===== src/pcc_pkg.sv =====
// shared constants for the pll clock configuration link
package pcc_pkg;

  // ----------------------------------------------------------------
  // serial frame layout
  // ----------------------------------------------------------------
  localparam int ADDR_W = 7;
  localparam int DATA_W = 8;
  localparam int FRAME_BITS = 16;
  localparam logic [3:0] LAST_BIT = 4'hf;
  localparam logic [3:0] RW_BIT = 4'h7;
  localparam logic [3:0] FIRST_DATA_BIT = 4'h8;

  // ----------------------------------------------------------------
  // register addresses
  // ----------------------------------------------------------------
  localparam logic [6:0] ADDR_RESET_ID_LOW = 7'h00;
  localparam logic [6:0] ADDR_ID_HIGH = 7'h01;
  localparam logic [6:0] ADDR_REVISION = 7'h02;
  localparam logic [6:0] ADDR_FRAC_LOW = 7'h03;
  localparam logic [6:0] ADDR_FRAC_MID = 7'h04;
  localparam logic [6:0] ADDR_FRAC_HIGH = 7'h05;
  localparam logic [6:0] ADDR_INT_VALID = 7'h06;
  localparam logic [6:0] ADDR_DIV_SELECT = 7'h07;

  // ----------------------------------------------------------------
  // reset values
  // ----------------------------------------------------------------
  localparam logic [7:0] RST_FRAC_LOW = 8'h21;
  localparam logic [7:0] RST_FRAC_MID = 8'hfd;
  localparam logic [5:0] RST_FRAC_HIGH = 6'h36;
  localparam logic [7:0] RST_INT_VALID = 8'h07;
  localparam logic [5:0] RST_DIV_SELECT = 6'h16;

  // ----------------------------------------------------------------
  // identification, values arbitrary
  // ----------------------------------------------------------------
  localparam logic [7:0] ID_LOW_CODE = 8'h3c;
  localparam logic [7:0] ID_HIGH_CODE = 8'ha6;
  localparam logic [3:0] REVISION_CODE = 4'h1;

  // ----------------------------------------------------------------
  // field positions
  // ----------------------------------------------------------------
  localparam int INT_LSB = 0;
  localparam int INT_MSB = 3;
  localparam int HALVER_BIT = 4;
  localparam int VAL_SF0_BIT = 5;
  localparam int VAL_SF1_BIT = 6;
  localparam int VAL_OVR_BIT = 7;
  localparam int POST_LSB = 0;
  localparam int POST_MSB = 1;
  localparam int FRAC_EN_BIT = 2;
  localparam int MDIV_BIT = 3;
  localparam int ADIV_LSB = 4;
  localparam int ADIV_MSB = 5;
  localparam logic [7:0] MASK_SIX_BITS = 8'h3f;
  localparam logic [7:0] MASK_ALL_BITS = 8'hff;

  // ----------------------------------------------------------------
  // integer ratio advised range
  // ----------------------------------------------------------------
  localparam logic [3:0] INT_MIN = 4'h5;
  localparam logic [3:0] INT_MAX = 4'hd;

  // ----------------------------------------------------------------
  // serial clock timing
  // ----------------------------------------------------------------
  localparam int CLK_HZ = 20_000_000;
  localparam int SCLK_HZ = 1_000_000;
  localparam int HALF_CYC = CLK_HZ / (2 * SCLK_HZ);
  localparam logic [7:0] HALF_CYC_M1 = 8'(HALF_CYC - 1);

endpackage


===== src/pcc_link_if.sv =====
// serial control link between host and device
interface pcc_link_if;
  logic cs_n;
  logic sclk;
  logic sdin;
  logic dev_sdout;
  logic dev_sdout_oe;
  logic sdout;

  // shared data-out line, low when undriven
  assign sdout = dev_sdout_oe & dev_sdout;

  modport device (
    input cs_n,
    input sclk,
    input sdin,
    output dev_sdout,
    output dev_sdout_oe
  );

  modport host (
    output cs_n,
    output sclk,
    output sdin,
    input sdout
  );
endinterface


===== src/pcc_device.sv =====
// device end: pll clock configuration registers behind the serial link
//
// What this block does
// RL1: any write to address 0x00 resets device
// RL2: read 0x00 returns low identification byte
// RL3: 0x01 read-only, returns high identification byte
// RL4: 22-bit fraction spread over 0x03, 0x04, 0x05
// RL5: host sets fraction as receiver clocking needs
// RL6: host keeps integer ratio 5..13, near 8
// RL7: host sets integer as receiver clocking needs
// RL8: bit 4 halves oscillator into pll
// RL9: no override: validity 0, or copied from receiver
// RL10: override sends bit 5 and bit 6 validity
// RL11: post-divider select, reset 10, auto in receive
// RL12: bit 2 picks integer or fractional pll
// RL13: host keeps fractional mode in receive mode
// RL14: master divider only with pll clock b source
// RL15: aux divider, reset 01, only with clock a
// RL16: master source: 0 pll clock b, 1 oscillator
// RL17: aux source: 0 pll clock a, 1 oscillator
// RL18: host writes zero to unused bits
// RL19: reset write data ignored, registers to defaults
module pcc_device (
  input wire logic clk,
  input wire logic rst_n,
  pcc_link_if.device link,
  input wire logic rx_mode,
  input wire logic [1:0] rx_post_divider,
  input wire logic tx_source_is_receiver,
  input wire logic rx_validity,
  input wire logic master_clock_out_source,
  input wire logic aux_clock_source,
  output logic device_reset_pulse,
  output logic [21:0] pll_fraction,
  output logic [3:0] pll_integer,
  output logic pll_input_halver,
  output logic fractional_pll_enable,
  output logic [1:0] pll_post_divider_select,
  output logic master_clock_out_divider,
  output logic [1:0] aux_clock_out_divider,
  output logic tx_validity_first_subframe,
  output logic tx_validity_second_subframe,
  output logic master_clock_uses_osc,
  output logic aux_clock_uses_osc
);

  typedef struct packed {
    logic [7:0] frac_low;
    logic [7:0] frac_mid;
    logic [5:0] frac_high;
    logic [7:0] int_valid;
    logic [5:0] div_select;
    logic sclk_prev;
    logic [3:0] bit_cnt;
    logic [15:0] shift_in;
    logic [7:0] shift_out;
    logic reading;
    logic reset_pulse;
    logic [21:0] frac_eff;
    logic val_sf0;
    logic val_sf1;
    logic mdiv_eff;
    logic [1:0] adiv_eff;
    logic mclk_osc;
    logic aux_osc;
  } pcc_dev_st_t;

  localparam pcc_dev_st_t RST_STATE = '{
    frac_low: pcc_pkg::RST_FRAC_LOW,
    frac_mid: pcc_pkg::RST_FRAC_MID,
    frac_high: pcc_pkg::RST_FRAC_HIGH,
    int_valid: pcc_pkg::RST_INT_VALID,
    div_select: pcc_pkg::RST_DIV_SELECT,
    sclk_prev: 1'b0,
    bit_cnt: 4'h0,
    shift_in: 16'h0000,
    shift_out: 8'h00,
    reading: 1'b0,
    reset_pulse: 1'b0,
    frac_eff: 22'h000000,
    val_sf0: 1'b0,
    val_sf1: 1'b0,
    mdiv_eff: 1'b0,
    adiv_eff: 2'h0,
    mclk_osc: 1'b0,
    aux_osc: 1'b0
  };

  pcc_dev_st_t st_q;
  pcc_dev_st_t st_d;

  logic sclk_rise;
  logic [15:0] word;
  logic [6:0] waddr;
  logic [7:0] wdata;
  logic [6:0] raddr;
  logic [7:0] rdata;

  assign sclk_rise = link.sclk & ~st_q.sclk_prev & ~link.cs_n;
  assign word = {st_q.shift_in[14:0], link.sdin};
  assign waddr = word[15:9];
  assign wdata = word[7:0];
  assign raddr = st_q.shift_in[6:0];

  // ----------------------------------------------------------------
  // read data select, only identification is readable
  // ----------------------------------------------------------------
  always_comb begin
    unique case (raddr)
      pcc_pkg::ADDR_RESET_ID_LOW: rdata = pcc_pkg::ID_LOW_CODE; // RL2
      pcc_pkg::ADDR_ID_HIGH: rdata = pcc_pkg::ID_HIGH_CODE; // RL3
      pcc_pkg::ADDR_REVISION: rdata = {4'h0, pcc_pkg::REVISION_CODE};
      default: rdata = 8'h00;
    endcase
  end

  // ----------------------------------------------------------------
  // next state
  // ----------------------------------------------------------------
  always_comb begin
    st_d = st_q;
    st_d.sclk_prev = link.sclk;
    st_d.reset_pulse = 1'b0;

    // serial framing
    if (link.cs_n) begin
      st_d.bit_cnt = 4'h0;
      st_d.reading = 1'b0;
    end else if (sclk_rise) begin
      st_d.shift_in = word;
      st_d.bit_cnt = st_q.bit_cnt + 4'h1;
      if (st_q.reading) begin
        st_d.shift_out = {st_q.shift_out[6:0], 1'b0};
      end
      if (st_q.bit_cnt == pcc_pkg::RW_BIT && link.sdin) begin
        st_d.reading = 1'b1;
        st_d.shift_out = rdata;
      end
    end

    // register writes on the last bit of a write frame
    if (sclk_rise && st_q.bit_cnt == pcc_pkg::LAST_BIT && !word[8]) begin
      unique case (waddr)
        pcc_pkg::ADDR_FRAC_LOW: st_d.frac_low = wdata; // RL4
        pcc_pkg::ADDR_FRAC_MID: st_d.frac_mid = wdata; // RL4
        pcc_pkg::ADDR_FRAC_HIGH: st_d.frac_high = wdata[5:0]; // RL4
        pcc_pkg::ADDR_INT_VALID: st_d.int_valid = wdata;
        pcc_pkg::ADDR_DIV_SELECT: st_d.div_select = wdata[5:0];
        default: ;
      endcase
      if (waddr == pcc_pkg::ADDR_RESET_ID_LOW) begin
        st_d = RST_STATE; // RL1 RL19
        st_d.sclk_prev = link.sclk;
        st_d.reset_pulse = 1'b1; // RL1
      end
    end

    // receive mode forces the post-divider
    if (rx_mode) begin
      st_d.div_select[pcc_pkg::POST_MSB:pcc_pkg::POST_LSB] =
        rx_post_divider; // RL11
    end

    // derived outputs
    st_d.frac_eff = st_d.div_select[pcc_pkg::FRAC_EN_BIT] ?
      {st_d.frac_high, st_d.frac_mid, st_d.frac_low} : 22'h000000; // RL12
    if (st_d.int_valid[pcc_pkg::VAL_OVR_BIT]) begin
      st_d.val_sf0 = st_d.int_valid[pcc_pkg::VAL_SF0_BIT]; // RL10
      st_d.val_sf1 = st_d.int_valid[pcc_pkg::VAL_SF1_BIT]; // RL10
    end else begin
      st_d.val_sf0 = tx_source_is_receiver & rx_validity; // RL9
      st_d.val_sf1 = tx_source_is_receiver & rx_validity; // RL9
    end
    st_d.mclk_osc = master_clock_out_source; // RL16
    st_d.aux_osc = aux_clock_source; // RL17
    st_d.mdiv_eff = ~master_clock_out_source &
      st_d.div_select[pcc_pkg::MDIV_BIT]; // RL14
    st_d.adiv_eff = aux_clock_source ? 2'h0 :
      st_d.div_select[pcc_pkg::ADIV_MSB:pcc_pkg::ADIV_LSB]; // RL15
  end

  always_ff @(posedge clk) begin
    if (!rst_n) begin
      st_q <= RST_STATE;
    end else begin
      st_q <= st_d;
    end
  end

  // ----------------------------------------------------------------
  // outputs
  // ----------------------------------------------------------------
  assign link.dev_sdout = st_q.shift_out[7];
  assign link.dev_sdout_oe = st_q.reading & ~link.cs_n;
  assign device_reset_pulse = st_q.reset_pulse;
  assign pll_fraction = st_q.frac_eff;
  assign pll_integer = st_q.int_valid[pcc_pkg::INT_MSB:pcc_pkg::INT_LSB];
  assign pll_input_halver = st_q.int_valid[pcc_pkg::HALVER_BIT]; // RL8
  assign fractional_pll_enable = st_q.div_select[pcc_pkg::FRAC_EN_BIT];
  assign pll_post_divider_select =
    st_q.div_select[pcc_pkg::POST_MSB:pcc_pkg::POST_LSB]; // RL11
  assign master_clock_out_divider = st_q.mdiv_eff;
  assign aux_clock_out_divider = st_q.adiv_eff;
  assign tx_validity_first_subframe = st_q.val_sf0;
  assign tx_validity_second_subframe = st_q.val_sf1;
  assign master_clock_uses_osc = st_q.mclk_osc;
  assign aux_clock_uses_osc = st_q.aux_osc;

endmodule


===== src/flat_wrapper.sv =====
// flat-port wrapper written by rule: the top's interface ports become plain ports
module pcc_device_flat 
  (clk, rst_n, rx_mode, rx_post_divider, tx_source_is_receiver, rx_validity, master_clock_out_source, aux_clock_source, device_reset_pulse, pll_fraction, pll_integer, pll_input_halver, fractional_pll_enable, pll_post_divider_select, master_clock_out_divider, aux_clock_out_divider, tx_validity_first_subframe, tx_validity_second_subframe, master_clock_uses_osc, aux_clock_uses_osc, link_cs_n, link_sclk, link_sdin, link_dev_sdout, link_dev_sdout_oe);
  pcc_link_if link_i ();
  input wire logic clk;
  input wire logic rst_n;
  input wire logic rx_mode;
  input wire logic [1:0] rx_post_divider;
  input wire logic tx_source_is_receiver;
  input wire logic rx_validity;
  input wire logic master_clock_out_source;
  input wire logic aux_clock_source;
  output logic device_reset_pulse;
  output logic [21:0] pll_fraction;
  output logic [3:0] pll_integer;
  output logic pll_input_halver;
  output logic fractional_pll_enable;
  output logic [1:0] pll_post_divider_select;
  output logic master_clock_out_divider;
  output logic [1:0] aux_clock_out_divider;
  output logic tx_validity_first_subframe;
  output logic tx_validity_second_subframe;
  output logic master_clock_uses_osc;
  output logic aux_clock_uses_osc;
  input wire logic [$bits(link_i.cs_n)-1:0] link_cs_n;
  input wire logic [$bits(link_i.sclk)-1:0] link_sclk;
  input wire logic [$bits(link_i.sdin)-1:0] link_sdin;
  output wire logic [$bits(link_i.dev_sdout)-1:0] link_dev_sdout;
  output wire logic [$bits(link_i.dev_sdout_oe)-1:0] link_dev_sdout_oe;
  assign link_i.cs_n = link_cs_n;
  assign link_i.sclk = link_sclk;
  assign link_i.sdin = link_sdin;
  assign link_dev_sdout = link_i.dev_sdout;
  assign link_dev_sdout_oe = link_i.dev_sdout_oe;
  pcc_device u_core (.clk(clk), .rst_n(rst_n), .link(link_i), .rx_mode(rx_mode), .rx_post_divider(rx_post_divider), .tx_source_is_receiver(tx_source_is_receiver), .rx_validity(rx_validity), .master_clock_out_source(master_clock_out_source), .aux_clock_source(aux_clock_source), .device_reset_pulse(device_reset_pulse), .pll_fraction(pll_fraction), .pll_integer(pll_integer), .pll_input_halver(pll_input_halver), .fractional_pll_enable(fractional_pll_enable), .pll_post_divider_select(pll_post_divider_select), .master_clock_out_divider(master_clock_out_divider), .aux_clock_out_divider(aux_clock_out_divider), .tx_validity_first_subframe(tx_validity_first_subframe), .tx_validity_second_subframe(tx_validity_second_subframe), .master_clock_uses_osc(master_clock_uses_osc), .aux_clock_uses_osc(aux_clock_uses_osc));
endmodule

===== config.mk =====
export PLATFORM = sky130hd
export DESIGN_NAME = pcc_device_flat
export DESIGN_NICKNAME = d
export VERILOG_FILES = /design/src/pcc_pkg.sv /design/src/pcc_link_if.sv /design/src/pcc_device.sv /design/src/flat_wrapper.sv
export SDC_FILE = /design/constraint.sdc
export NUM_CORES = 1
export LEC_CHECK = 0
export BUFFER_PORTS_ARGS = -buffer_cell sky130_fd_sc_hd__buf_2
export CORE_MARGIN = 2
export CORE_UTILIZATION = 39
export CTS_BUF_LIST = sky130_fd_sc_hd__clkbuf_4 sky130_fd_sc_hd__clkbuf_8
export DETAILED_ROUTE_END_ITERATION = 16
export PLACE_DENSITY = 0.64
export SLEW_MARGIN = 0
export SYNTH_ARGS = -nofsm -noshare
export SYNTH_HDL_FRONTEND = slang
export SYNTH_SLANG_ARGS = --single-unit

===== constraint.sdc =====
create_clock -name clk -period 3.8 [get_ports clk]
set_input_delay 0.76 -clock clk [delete_from_list [all_inputs] [get_ports clk]]
set_output_delay 0.76 -clock clk [all_outputs]
set_load 0.1 [all_outputs]

==> results.toml, run 1 <==
[clock_tree]
cts_resized = 0
postCtsHoldBufs = 0
htree_levels = 3
clkSlewWorstSetupHoldPaths_ns = 0.09
cts_tree = "yes"
cts_setup_buffers = 0
clock_path_buffers = 2
insertion_delay_ns = 0.36
cts.sinks = 95
cts-root-buf = "clkbuf_8"
cts_buffers = 9

[pwr]
power_switching_uw = 497
comb_power_share_pct = 9.4
p_clk_share_pct = 36.5
powerDensity_nw_per_um2 = 458
p_leak_nw = 1.66
intPower_mw = 1.39
irDropWorstVdd_v = 0.000239
switching_share_pct = 26.4
p_seq_share_pct = 54.1
total_power_mw = 1.88

[critical_path]
cp-startpoint = "u_core.st_q[55]$_SDFF_PN0_"
cp-start-kind = "flop"
setup.worst_path.class = "flop to flop"
reg2reg_from = "u_core.st_q[55]$_SDFF_PN0_"
crit_slowest_cell = "nand2_1"
crit_end = "u_core.st_q[53]$_SDFF_PN0_"
critPathBufInv = 0
critPathMaxFanout = 19
r2r-end = "u_core.st_q[53]$_SDFF_PN0_"
crit_chain = "ha_1 -> and4b_1 -> nand4_1 -> nand2_1 -> a21oi_1"
arrival_ns = 2.91
critical-path-top-delay-family = "simple AND/OR/NAND/NOR gates"
endpoint_kind = "flop"
r2r_cells = 5
rrSetupSlack_ns = 1.11
cpPeakStageDelay_ns = 0.70
crit_required_ns = 4.01
cp.depth = 5

[logic_synthesis]
synth_top_family_by_area = "simple AND/OR/NAND/NOR gates"
synth_area_per_cell_um2 = 9.08
ys_top_cells_by_area = "dfxtp_1 50%, a21oi_1 6.3%, nand2_1 6.2%"
yosysMostFrequentCell = "dfxtp_1"
syn-num-nets = 431
synth-seq-cells = 95
muxShareOfSynthArea_pct = 5.54
synth-warning-count = 0
synthCells = 418
synth-simple-area-share_pct = 17.7
synth_top_area_share_pct = 50.1
synth_area_leader_cell = "dfxtp_1"
ys_types = 47
synth.cell_area_um2 = 3790
synthTopCellsByCount = "95 x dfxtp_1, 63 x nand2_1, 48 x a21oi_1"
ys_seq_area_share_pct = 50.1
synth_xor_area_share_pct = 0.923
synth-async-reset-ratio_pct = 0
synthAdderAreaFrac_pct = 0.330
synth_compound_area_share_pct = 15.4
synth_edf_count = 0
synth-main-ff-cell = "dfxtp_1"

[floorplanning]
row_count = 36
die_w_um = 103
ioPinCount = 52
fp.coreArea_um2 = 9590
start_util_pct = 39.6
dieArea_um2 = 10500
die_h_um = 103

[placement]
portBuffers = 51
gp_congestion = 0.794
dp_hpwl_mm = 5.42
dpl.cell_count = 547

[finish]
nets = 438
area_delta_synth_final_pct = 8.37
seq_area_um2 = 1900
multi_input_area_um2 = 1520
n_antenna_cell = 0
final_cells = 563
drive_gt1_share_pct = 18.4
num-fill-cells = 953

[sta]
max_slew_margin_pct = 33.2
setup_viol = 0
period_share_pct = 70.9
setup_tns_ns = 0
tightest_slew_ns = 1.00
finalHoldViolations = 0
fin_skew_ns = 0.00877
min_period_ns = 2.69
rsz0062_at_grt = "false"
drv_slew = 0
clock.fmax_mhz = 371

[detailed_routing]
wl_per_cell_um = 14.3
vias_per_cell = 5.06
vias = 2848
drt_first_pass_iters = 4
ant_nets = 0
drt_iter0_markers = 153
drt_wl_total_mm = 8.07
drc = 0

[job]
cap_violations = 0

[global_route]
grt_antenna_before_repair = 0
grt_pass1_vias = 2642
grt_pass1_wl_mm = 13.1
grt_start_max_net_pins = 25
grt_usage_pct = 16.2
overflow = 0

[hold_path]
min_path_type = "flop to flop"

[run_status]
status = "finished, final reports clean"
through the flow:
stage	worst slack, ns	cell area (µm²)	util [%]	hold slack [ns]
3_3_place_gp	0.903	3900	40.6	0.453
3_5_place_dp	0.920	3900	40.6	0.455
6_report	1.11	4110	42.9	0.466
5_1_grt	0.872	4110	42.9	0.500
4_1_cts	1.11	4110	42.9	0.466
2_1_floorplan	0.839	3790	-	0.443
per-layer routing:
layer  GRT usage, %  wire [µm]  up-vias
li1               -          -     1445
met1           21.0       3740     1319
met2           26.6       3850       77
met3           4.07        409        7
met4           4.82         71        0
met5              0          0        -
cell families after synthesis:
group,Yosys count
simple gates,136
compound gates,95
flops,95
buf+inv,66
mux,21
xor+xnor,4
fa+ha+maj,1
power groups by stage:
| stage | Clock (mW) | Combinational [mW] | Sequential (mW) |
|---|---|---|---|
| 3_3_place_gp | 0 | 0.177 | 1.04 |
| 4_1_cts | 0.709 | 0.178 | 1.02 |
| 6_report | 0.687 | 0.177 | 1.02 |
| 2_1_floorplan | 0 | 0.147 | 1.06 |
| 5_1_grt | 0.750 | 0.187 | 1.02 |
| 3_5_place_dp | 0 | 0.178 | 1.04 |
state kept, by name, indices dropped and copies added, names as in the netlist:
signal and flops:
u_core.st_q 49, u_core.pll_fraction 22, u_core.raddr 7, u_core.pll_integer 4
u_core.aux_clock_out_divider 2, u_core.pll_post_divider_select 2, u_core.aux_clock_uses_osc 1, u_core.device_reset_pulse 1
u_core.fractional_pll_enable 1, u_core.link.dev_sdout 1, u_core.master_clock_out_divider 1, u_core.master_clock_uses_osc 1
u_core.pll_input_halver 1, u_core.tx_validity_first_subframe 1, u_core.tx_validity_second_subframe 1
final cells by class:
type / count / share of cell area (%)
inverter: 6 / 0.548
clock inverter: 4 / 1.31
clock buffer: 12 / 3.86
tap: 133 / 4.05
multi-input combinational: 257 / 36.9
timing repair buffer: 56 / 7.12
sequential: 95 / 46.2
placed cells by master, fill, tap and decap left out, drive strengths merged, types with 5 or more instances in the layout:
cell / count
o21ai: 14
nand2: 63
buf: 56
inv: 6
nand4: 8
o22ai: 7
nand3: 5
a22oi: 8
clkbuf: 12
mux2i: 21
nor3: 11
nor2: 21
a21oi: 48
dfxtp: 95
how the worst min path moves through the flow:
stage                                                 to  depth (start not counted)                                 start
finish              u_core.pll_input_halver$_SDFFE_PN0P_                          2  u_core.pll_input_halver$_SDFFE_PN0P_
global route                  u_core.st_q[47]$_SDFF_PN0_                          2            u_core.st_q[46]$_SDFF_PN0_
CTS                 u_core.pll_input_halver$_SDFFE_PN0P_                          2  u_core.pll_input_halver$_SDFFE_PN0P_
detailed placement  u_core.pll_input_halver$_SDFFE_PN0P_                          2  u_core.pll_input_halver$_SDFFE_PN0P_
global placement              u_core.st_q[85]$_SDFF_PN1_                          2            u_core.st_q[85]$_SDFF_PN1_
floorplan                     u_core.st_q[75]$_SDFF_PN1_                          2            u_core.st_q[75]$_SDFF_PN1_
worst reg2reg max path, delay by kind of cell, from the launching register on:
kind / cells / cell delay [ns]
simple gates: 3 / 1.81
flops: 1 / 0.38
fa+ha+maj: 1 / 0.24
compound gates: 1 / 0.11
No activity file was read; power rests on OpenSTA's default activity.
==> run 2: changes to the inputs <==
==> constraint.sdc (replaced) <==
create_clock -name clk -period 2.67 [get_ports clk]
set_input_delay 0.534 -clock clk [delete_from_list [all_inputs] [get_ports clk]]
set_output_delay 0.534 -clock clk [all_outputs]
set_load 0.1 [all_outputs]
==> results.toml, run 2 (synthesis results as in run 1) <==
[pwr]
switching_share_pct = 26.6
p_seq_share_pct = 53.0
powerDensity_nw_per_um2 = 656
power_switching_uw = 726
intPower_mw = 2.01
p_leak_nw = 1.69
irDropWorstVdd_v = 0.000235
p_clk_share_pct = 37.6
comb_power_share_pct = 9.3

[sta]
finalHoldViolations = 0
fin_skew_ns = 0.00765
setup_viol = 0
setup_tns_ns = 0
fin_ws_ns = 0.458
tightest_slew_ns = 0.652
max_slew_margin_pct = 56.5
period_share_pct = 82.9
min_period_ns = 2.21
drv_slew = 0
rsz0062_at_grt = "false"
clock.fmax_mhz = 452

[finish]
final_common_cell = "dfxtp_1"
area_delta_synth_final_pct = 9.79
nets = 444
drive_gt1_share_pct = 19.5
num-fill-cells = 968
final_util_pct = 43.4
final_cell_mix = "95 x dfxtp_1, 63 x nand2_1, 51 x buf_2"
largest_reg_flops = 49
top_register = "u_core.st_q"
n_antenna_cell = 0

[critical_path]
endpoint_kind = "flop"
arrival_ns = 2.48
reg2reg_from = "u_core.st_q[49]$_SDFF_PN0_"
crit_required_ns = 2.94
cp-start-kind = "flop"
r2r_cells = 5
r2r-end = "u_core.pll_fraction[5]$_SDFF_PN0_"
crit_end = "u_core.pll_fraction[5]$_SDFF_PN0_"
cp-startpoint = "u_core.st_q[49]$_SDFF_PN0_"
critPathMaxFanout = 23
rrSetupSlack_ns = 0.46
setup.worst_path.class = "flop to flop"

[clock_tree]
cts.sinks = 95
clock_path_buffers = 2
cts-root-buf = "clkbuf_8"
cts_resized = 0
postCtsHoldBufs = 0
cts_tree = "yes"
clkSlewWorstSetupHoldPaths_ns = 0.09
insertion_delay_ns = 0.36
cts_setup_buffers = 0
cts_buffers = 9
htree_levels = 3

[floorplanning]
dieArea_um2 = 10500
fp.coreArea_um2 = 9590
die_h_um = 103
start_util_pct = 39.6
ioPinCount = 52
die_w_um = 103
row_count = 36

[detailed_routing]
drt_iter0_markers = 92
dr.max_layer_used = "met4"
drt_first_pass_iters = 4
met2_length_mm = 3.84
dr_wl_met3_um = 347
wl_per_cell_um = 14.5
vias = 2939
vias_per_cell = 5.17
drt_wl_total_mm = 8.25
wl_met1_mm = 4.00
ant_nets = 0
drc = 0

[hold_path]
min_path_type = "primary input to flop"

[run_status]
status = "finished, final reports clean"

[global_route]
grt_pass1_wl_mm = 13.4
overflow = 0
grt_usage_pct = 16.4
grt_start_max_net_pins = 24
grt_antenna_before_repair = 0
grt_pass1_vias = 2770

[placement]
post-place-ws_ns = 0.373
portBuffers = 51
dp_hpwl_mm = 5.49
gp_congestion = 0.803

[job]
cap_violations = 0
[run 2: cell count changes in the layout (fill, tap and decap cells not counted), sizes merged]
cell / delta
buf: +6
clkbuf: -3
clkinv: +2
bufinv: +1
[run 2: layout make-up]
class,count,area [µm²],area share [%]
Multi-Input combinational cell,257,1520,36.4
Timing Repair Buffer,62,338,8.11
Clock buffer,9,124,2.97
Clock inverter,7,97.6,2.34
Tap cell,133,166,3.99
Inverter,6,22.5,0.541
Sequential cell,95,1900,45.6
[run 2: routing by layer]
layer,vias to the layer above,global-route usage [%]
met5,-,0
met4,0,6.05
met3,6,3.39
met2,68,26.3
met1,1409,21.9
li1,1456,-
[run 2: power groups by stage]
stage          sequential (mW)  combinational, mW  clock [mW]
3_3_place_gp              1.48              0.253           0
5_1_grt                   1.45              0.269        1.12
4_1_cts                   1.45              0.256        1.05
6_report                  1.45              0.255        1.03
3_5_place_dp              1.48              0.256           0
2_1_floorplan             1.51              0.210           0
[run 2: worst min path at each step]
stage	start	endpoint	slack [ns]	cells after the start
2_1_floorplan	u_core.st_q[75]$_SDFF_PN1_	u_core.st_q[75]$_SDFF_PN1_	0.44	2
5_1_grt	master_clock_out_source	u_core.master_clock_out_divider$_SDFF_PN0_	0.33	2
4_1_cts	master_clock_out_source	u_core.master_clock_out_divider$_SDFF_PN0_	0.34	2
3_5_place_dp	u_core.pll_input_halver$_SDFFE_PN0P_	u_core.pll_input_halver$_SDFFE_PN0P_	0.46	2
6_report	master_clock_out_source	u_core.master_clock_out_divider$_SDFF_PN0_	0.34	2
3_3_place_gp	u_core.st_q[76]$_SDFF_PN1_	u_core.st_q[76]$_SDFF_PN1_	0.45	2
[run 2: worst max-delay path: stages, from the launching register on]
cell and delay [ns]:
dfxtp_1 0.75, nand3_1 0.25, a2111oi_4 0.54, o221ai_2 0.14
buf_4 0.24, nor3_1 0.20
[run 2: metrics by stage]
step           instances  hold WS (ns)  area (µm²)  power (mW)
4_1_cts              569         0.335        4170        2.75
5_1_grt              569         0.332        4170        2.84
3_3_place_gp         553         0.452        3950        1.74
2_1_floorplan        418         0.443        3790        1.72
6_report             569         0.343        4170        2.73
3_5_place_dp         553         0.461        3950        1.74
==> run 3: changes to the inputs <==
--- a/config.mk
+++ b/config.mk
@@ -5,12 +5,13 @@
 export SDC_FILE = /design/constraint.sdc
 export NUM_CORES = 1
 export LEC_CHECK = 0
+export ABC_AREA = 1
 export BUFFER_PORTS_ARGS = -buffer_cell sky130_fd_sc_hd__buf_2
 export CORE_MARGIN = 2
 export CORE_UTILIZATION = 39
 export CTS_BUF_LIST = sky130_fd_sc_hd__clkbuf_4 sky130_fd_sc_hd__clkbuf_8
 export DETAILED_ROUTE_END_ITERATION = 16
-export PLACE_DENSITY = 0.64
+export PLACE_DENSITY = 0.66
 export SLEW_MARGIN = 0
 export SYNTH_ARGS = -nofsm -noshare
 export SYNTH_HDL_FRONTEND = slang
==> constraint.sdc (replaced) <==
create_clock -name clk -period 1.8 [get_ports clk]
set_input_delay 0.36 -clock clk [delete_from_list [all_inputs] [get_ports clk]]
set_output_delay 0.36 -clock clk [all_outputs]
set_load 0.1 [all_outputs]
==> results.toml, run 3 <==
[sta]
max_slew_margin_pct = 67.7
clock.fmax_mhz = 599
tightest_slew_ns = 0.488
rsz0062_at_grt = "true"
finalHoldViolations = 0
period_share_pct = 92.8
drv_slew = 0
min_period_ns = 1.67
whs_ns = 0.154
fin_skew_ns = 0.0125
setup_viol = 0

[floorplanning]
row_count = 37
fp.coreArea_um2 = 10200
start_util_pct = 39.6
die_w_um = 106
ioPinCount = 52
dieArea_um2 = 11200
die_h_um = 106

[logic_synthesis]
synth-seq-cells = 95
syn-num-nets = 564
ys_seq_area_share_pct = 47.1
synth_top_area_share_pct = 47.1
synthCells = 551
yosysMostFrequentCell = "nand2_1"
synthTopCellsByCount = "136 x nand2_1, 115 x nor2_1, 95 x dfxtp_1"
ys_top_cells_by_area = "dfxtp_1 47%, nand2_1 13%, nor2_1 11%"
synth-warning-count = 0
ys_types = 30
synth_edf_count = 0
synth_area_leader_cell = "dfxtp_1"
synth-main-ff-cell = "dfxtp_1"
synth-async-reset-ratio_pct = 0
synth.cell_area_um2 = 4040
synth_area_per_cell_um2 = 7.32

[finish]
drive_gt1_share_pct = 18.2
n_antenna_cell = 0
area_delta_synth_final_pct = 13.6
final_cell_mix = "135 x nand2_1, 112 x nor2_1, 95 x dfxtp_1"
final_common_cell = "nand2_1"
top_register = "u_core.st_q"
final_cells = 725
nets = 597
largest_reg_flops = 49

[global_route]
grt_start_max_net_pins = 38
overflow = 0
grt_pass1_wl_mm = 14.4
grt_usage_pct = 16.5
grt_pass1_vias = 3017
grt_antenna_before_repair = 0

[placement]
gp_congestion = 0.871
dpl.cell_count = 709
dp_hpwl_mm = 6.46
portBuffers = 51

[detailed_routing]
vias = 3391
drt_wl_total_mm = 8.80
drt_iter0_markers = 191
ant_nets = 0
drt_first_pass_iters = 4
wl_per_cell_um = 12.1
drc = 0
vias_per_cell = 4.68

[critical_path]
cp-startpoint = "u_core.st_q[55]$_SDFF_PN0_"
critPathMaxFanout = 7
crit_required_ns = 2.07
endpoint_kind = "flop"
arrival_ns = 1.94
r2r_cells = 9
cp-start-kind = "flop"
crit_end = "u_core.st_q[78]$_SDFF_PN1_"
reg2reg_from = "u_core.st_q[55]$_SDFF_PN0_"
r2r-end = "u_core.st_q[78]$_SDFF_PN1_"
rrSetupSlack_ns = 0.13
setup.worst_path.class = "flop to flop"

[pwr]
total_power_mw = 4.34
powerDensity_nw_per_um2 = 947
switching_share_pct = 27.9
irDropWorstVdd_v = 0.000352
p_leak_nw = 2.12
p_clk_share_pct = 36.8
intPower_mw = 3.13
p_seq_share_pct = 50.6
power_switching_mw = 1.21
comb_power_share_pct = 12.6

[run_status]
status = "finished, final reports clean"

[clock_tree]
cts_setup_buffers = 0
cts.sinks = 95
clkSlewWorstSetupHoldPaths_ns = 0.09
cts_buffers = 9
htree_levels = 3
clock_path_buffers = 2
insertion_delay_ns = 0.37
cts-root-buf = "clkbuf_8"
cts_tree = "yes"

[hold_path]
min_path_type = "primary input to flop"

[job]
cap_violations = 0
run 3: cell types whose count changed in the layout (fill, tap and decap cells not counted), moves of 8 or more:
| cell | before | now |
|---|---|---|
| a21boi_0 | 0 | 8 |
| o21ai_0 | 14 | 25 |
| nor2_1 | 21 | 112 |
| inv_1 | 6 | 40 |
| nand3_1 | 5 | 15 |
| mux2i_1 | 21 | 0 |
| a21oi_1 | 48 | 21 |
| a22oi_1 | 8 | 0 |
| nand2_1 | 63 | 135 |
| a211oi_1 | 0 | 12 |
run 3: power by group through the flow:
stage | clock, mW | combinational (mW) | sequential, mW
finish | 1.60 | 0.549 | 2.20
CTS | 1.64 | 0.548 | 2.20
detailed placement | 0 | 0.547 | 2.25
floorplan | 0 | 0.422 | 2.27
global route | 1.71 | 0.591 | 2.20
global placement | 0 | 0.543 | 2.25
run 3: routing by layer:
metal	share of wire, %	global-route usage (%)	vias up
li1	-	-	1775
met1	46	20.5	1526
met2	47	27.0	74
met3	4.7	2.97	16
met4	2.5	9.02	0
met5	0	0	-
run 3: through the flow:
stage | setup TNS, ns | instance area [µm²] | utilization [%] | setup slack, ns
finish | 0 | 4580 | 45.0 | 0.130
global route | -0.00325 | 4580 | 45.0 | -0.00325
CTS | 0 | 4570 | 44.8 | 0.0390
detailed placement | 0 | 4340 | 42.6 | 0.0602
global placement | 0 | 4340 | 42.6 | 0.143
floorplan | 0 | 4040 | - | 0.0372
run 3: cells by family after synthesis:
logic type | synth area share (%)
AO/OA/AOI/OAI | 10.9
XOR/XNOR | 0.434
adder cells (fa/ha/maj) | 0.310
buffers and inverters | 11.9
flip-flops | 47.1
AND/OR/NAND/NOR | 29.3
run 3: worst max-delay path: stages, from the launching register on:
cell	delay [ns]
dfxtp_1	0.38
ha_1	0.19
nand2_1	0.09
nor2_2	0.15
nand3_4	0.13
buf_4	0.19
nor2_4	0.17
nor2_1	0.06
nor2_1	0.14
nand2_1	0.07
run 3: worst min-delay path by stage:
stage | from | endpoint | cells after the start
finish | master_clock_out_source | u_core.master_clock_out_divider$_SDFF_PN0_ | 2
global route | master_clock_out_source | u_core.master_clock_out_divider$_SDFF_PN0_ | 2
CTS | master_clock_out_source | u_core.master_clock_out_divider$_SDFF_PN0_ | 2
detailed placement | u_core.pll_post_divider_select[1]$_SDFFE_PN1P_ | u_core.pll_post_divider_select[1]$_SDFFE_PN1P_ | 2
global placement | u_core.pll_post_divider_select[1]$_SDFFE_PN1P_ | u_core.pll_post_divider_select[1]$_SDFFE_PN1P_ | 2
floorplan | master_clock_out_source | u_core.master_clock_out_divider$_SDFF_PN0_ | 1
run 3: what timing repair did:
item | CTS | global route
endpoints found under the setup margin | 0 | 24
hold buffers | 0 | 0
gates resized for setup | 0 | 7
run 3: area by class of cell:
type / instances / area, µm²
Multi-Input combinational cell: 364 / 1670
Timing Repair Buffer: 71 / 445
Sequential cell: 95 / 1900
Tap cell: 136 / 170
Clock inverter: 5 / 78.8
Fill cell: 1034 / 5600
Inverter: 43 / 163
Clock buffer: 11 / 151
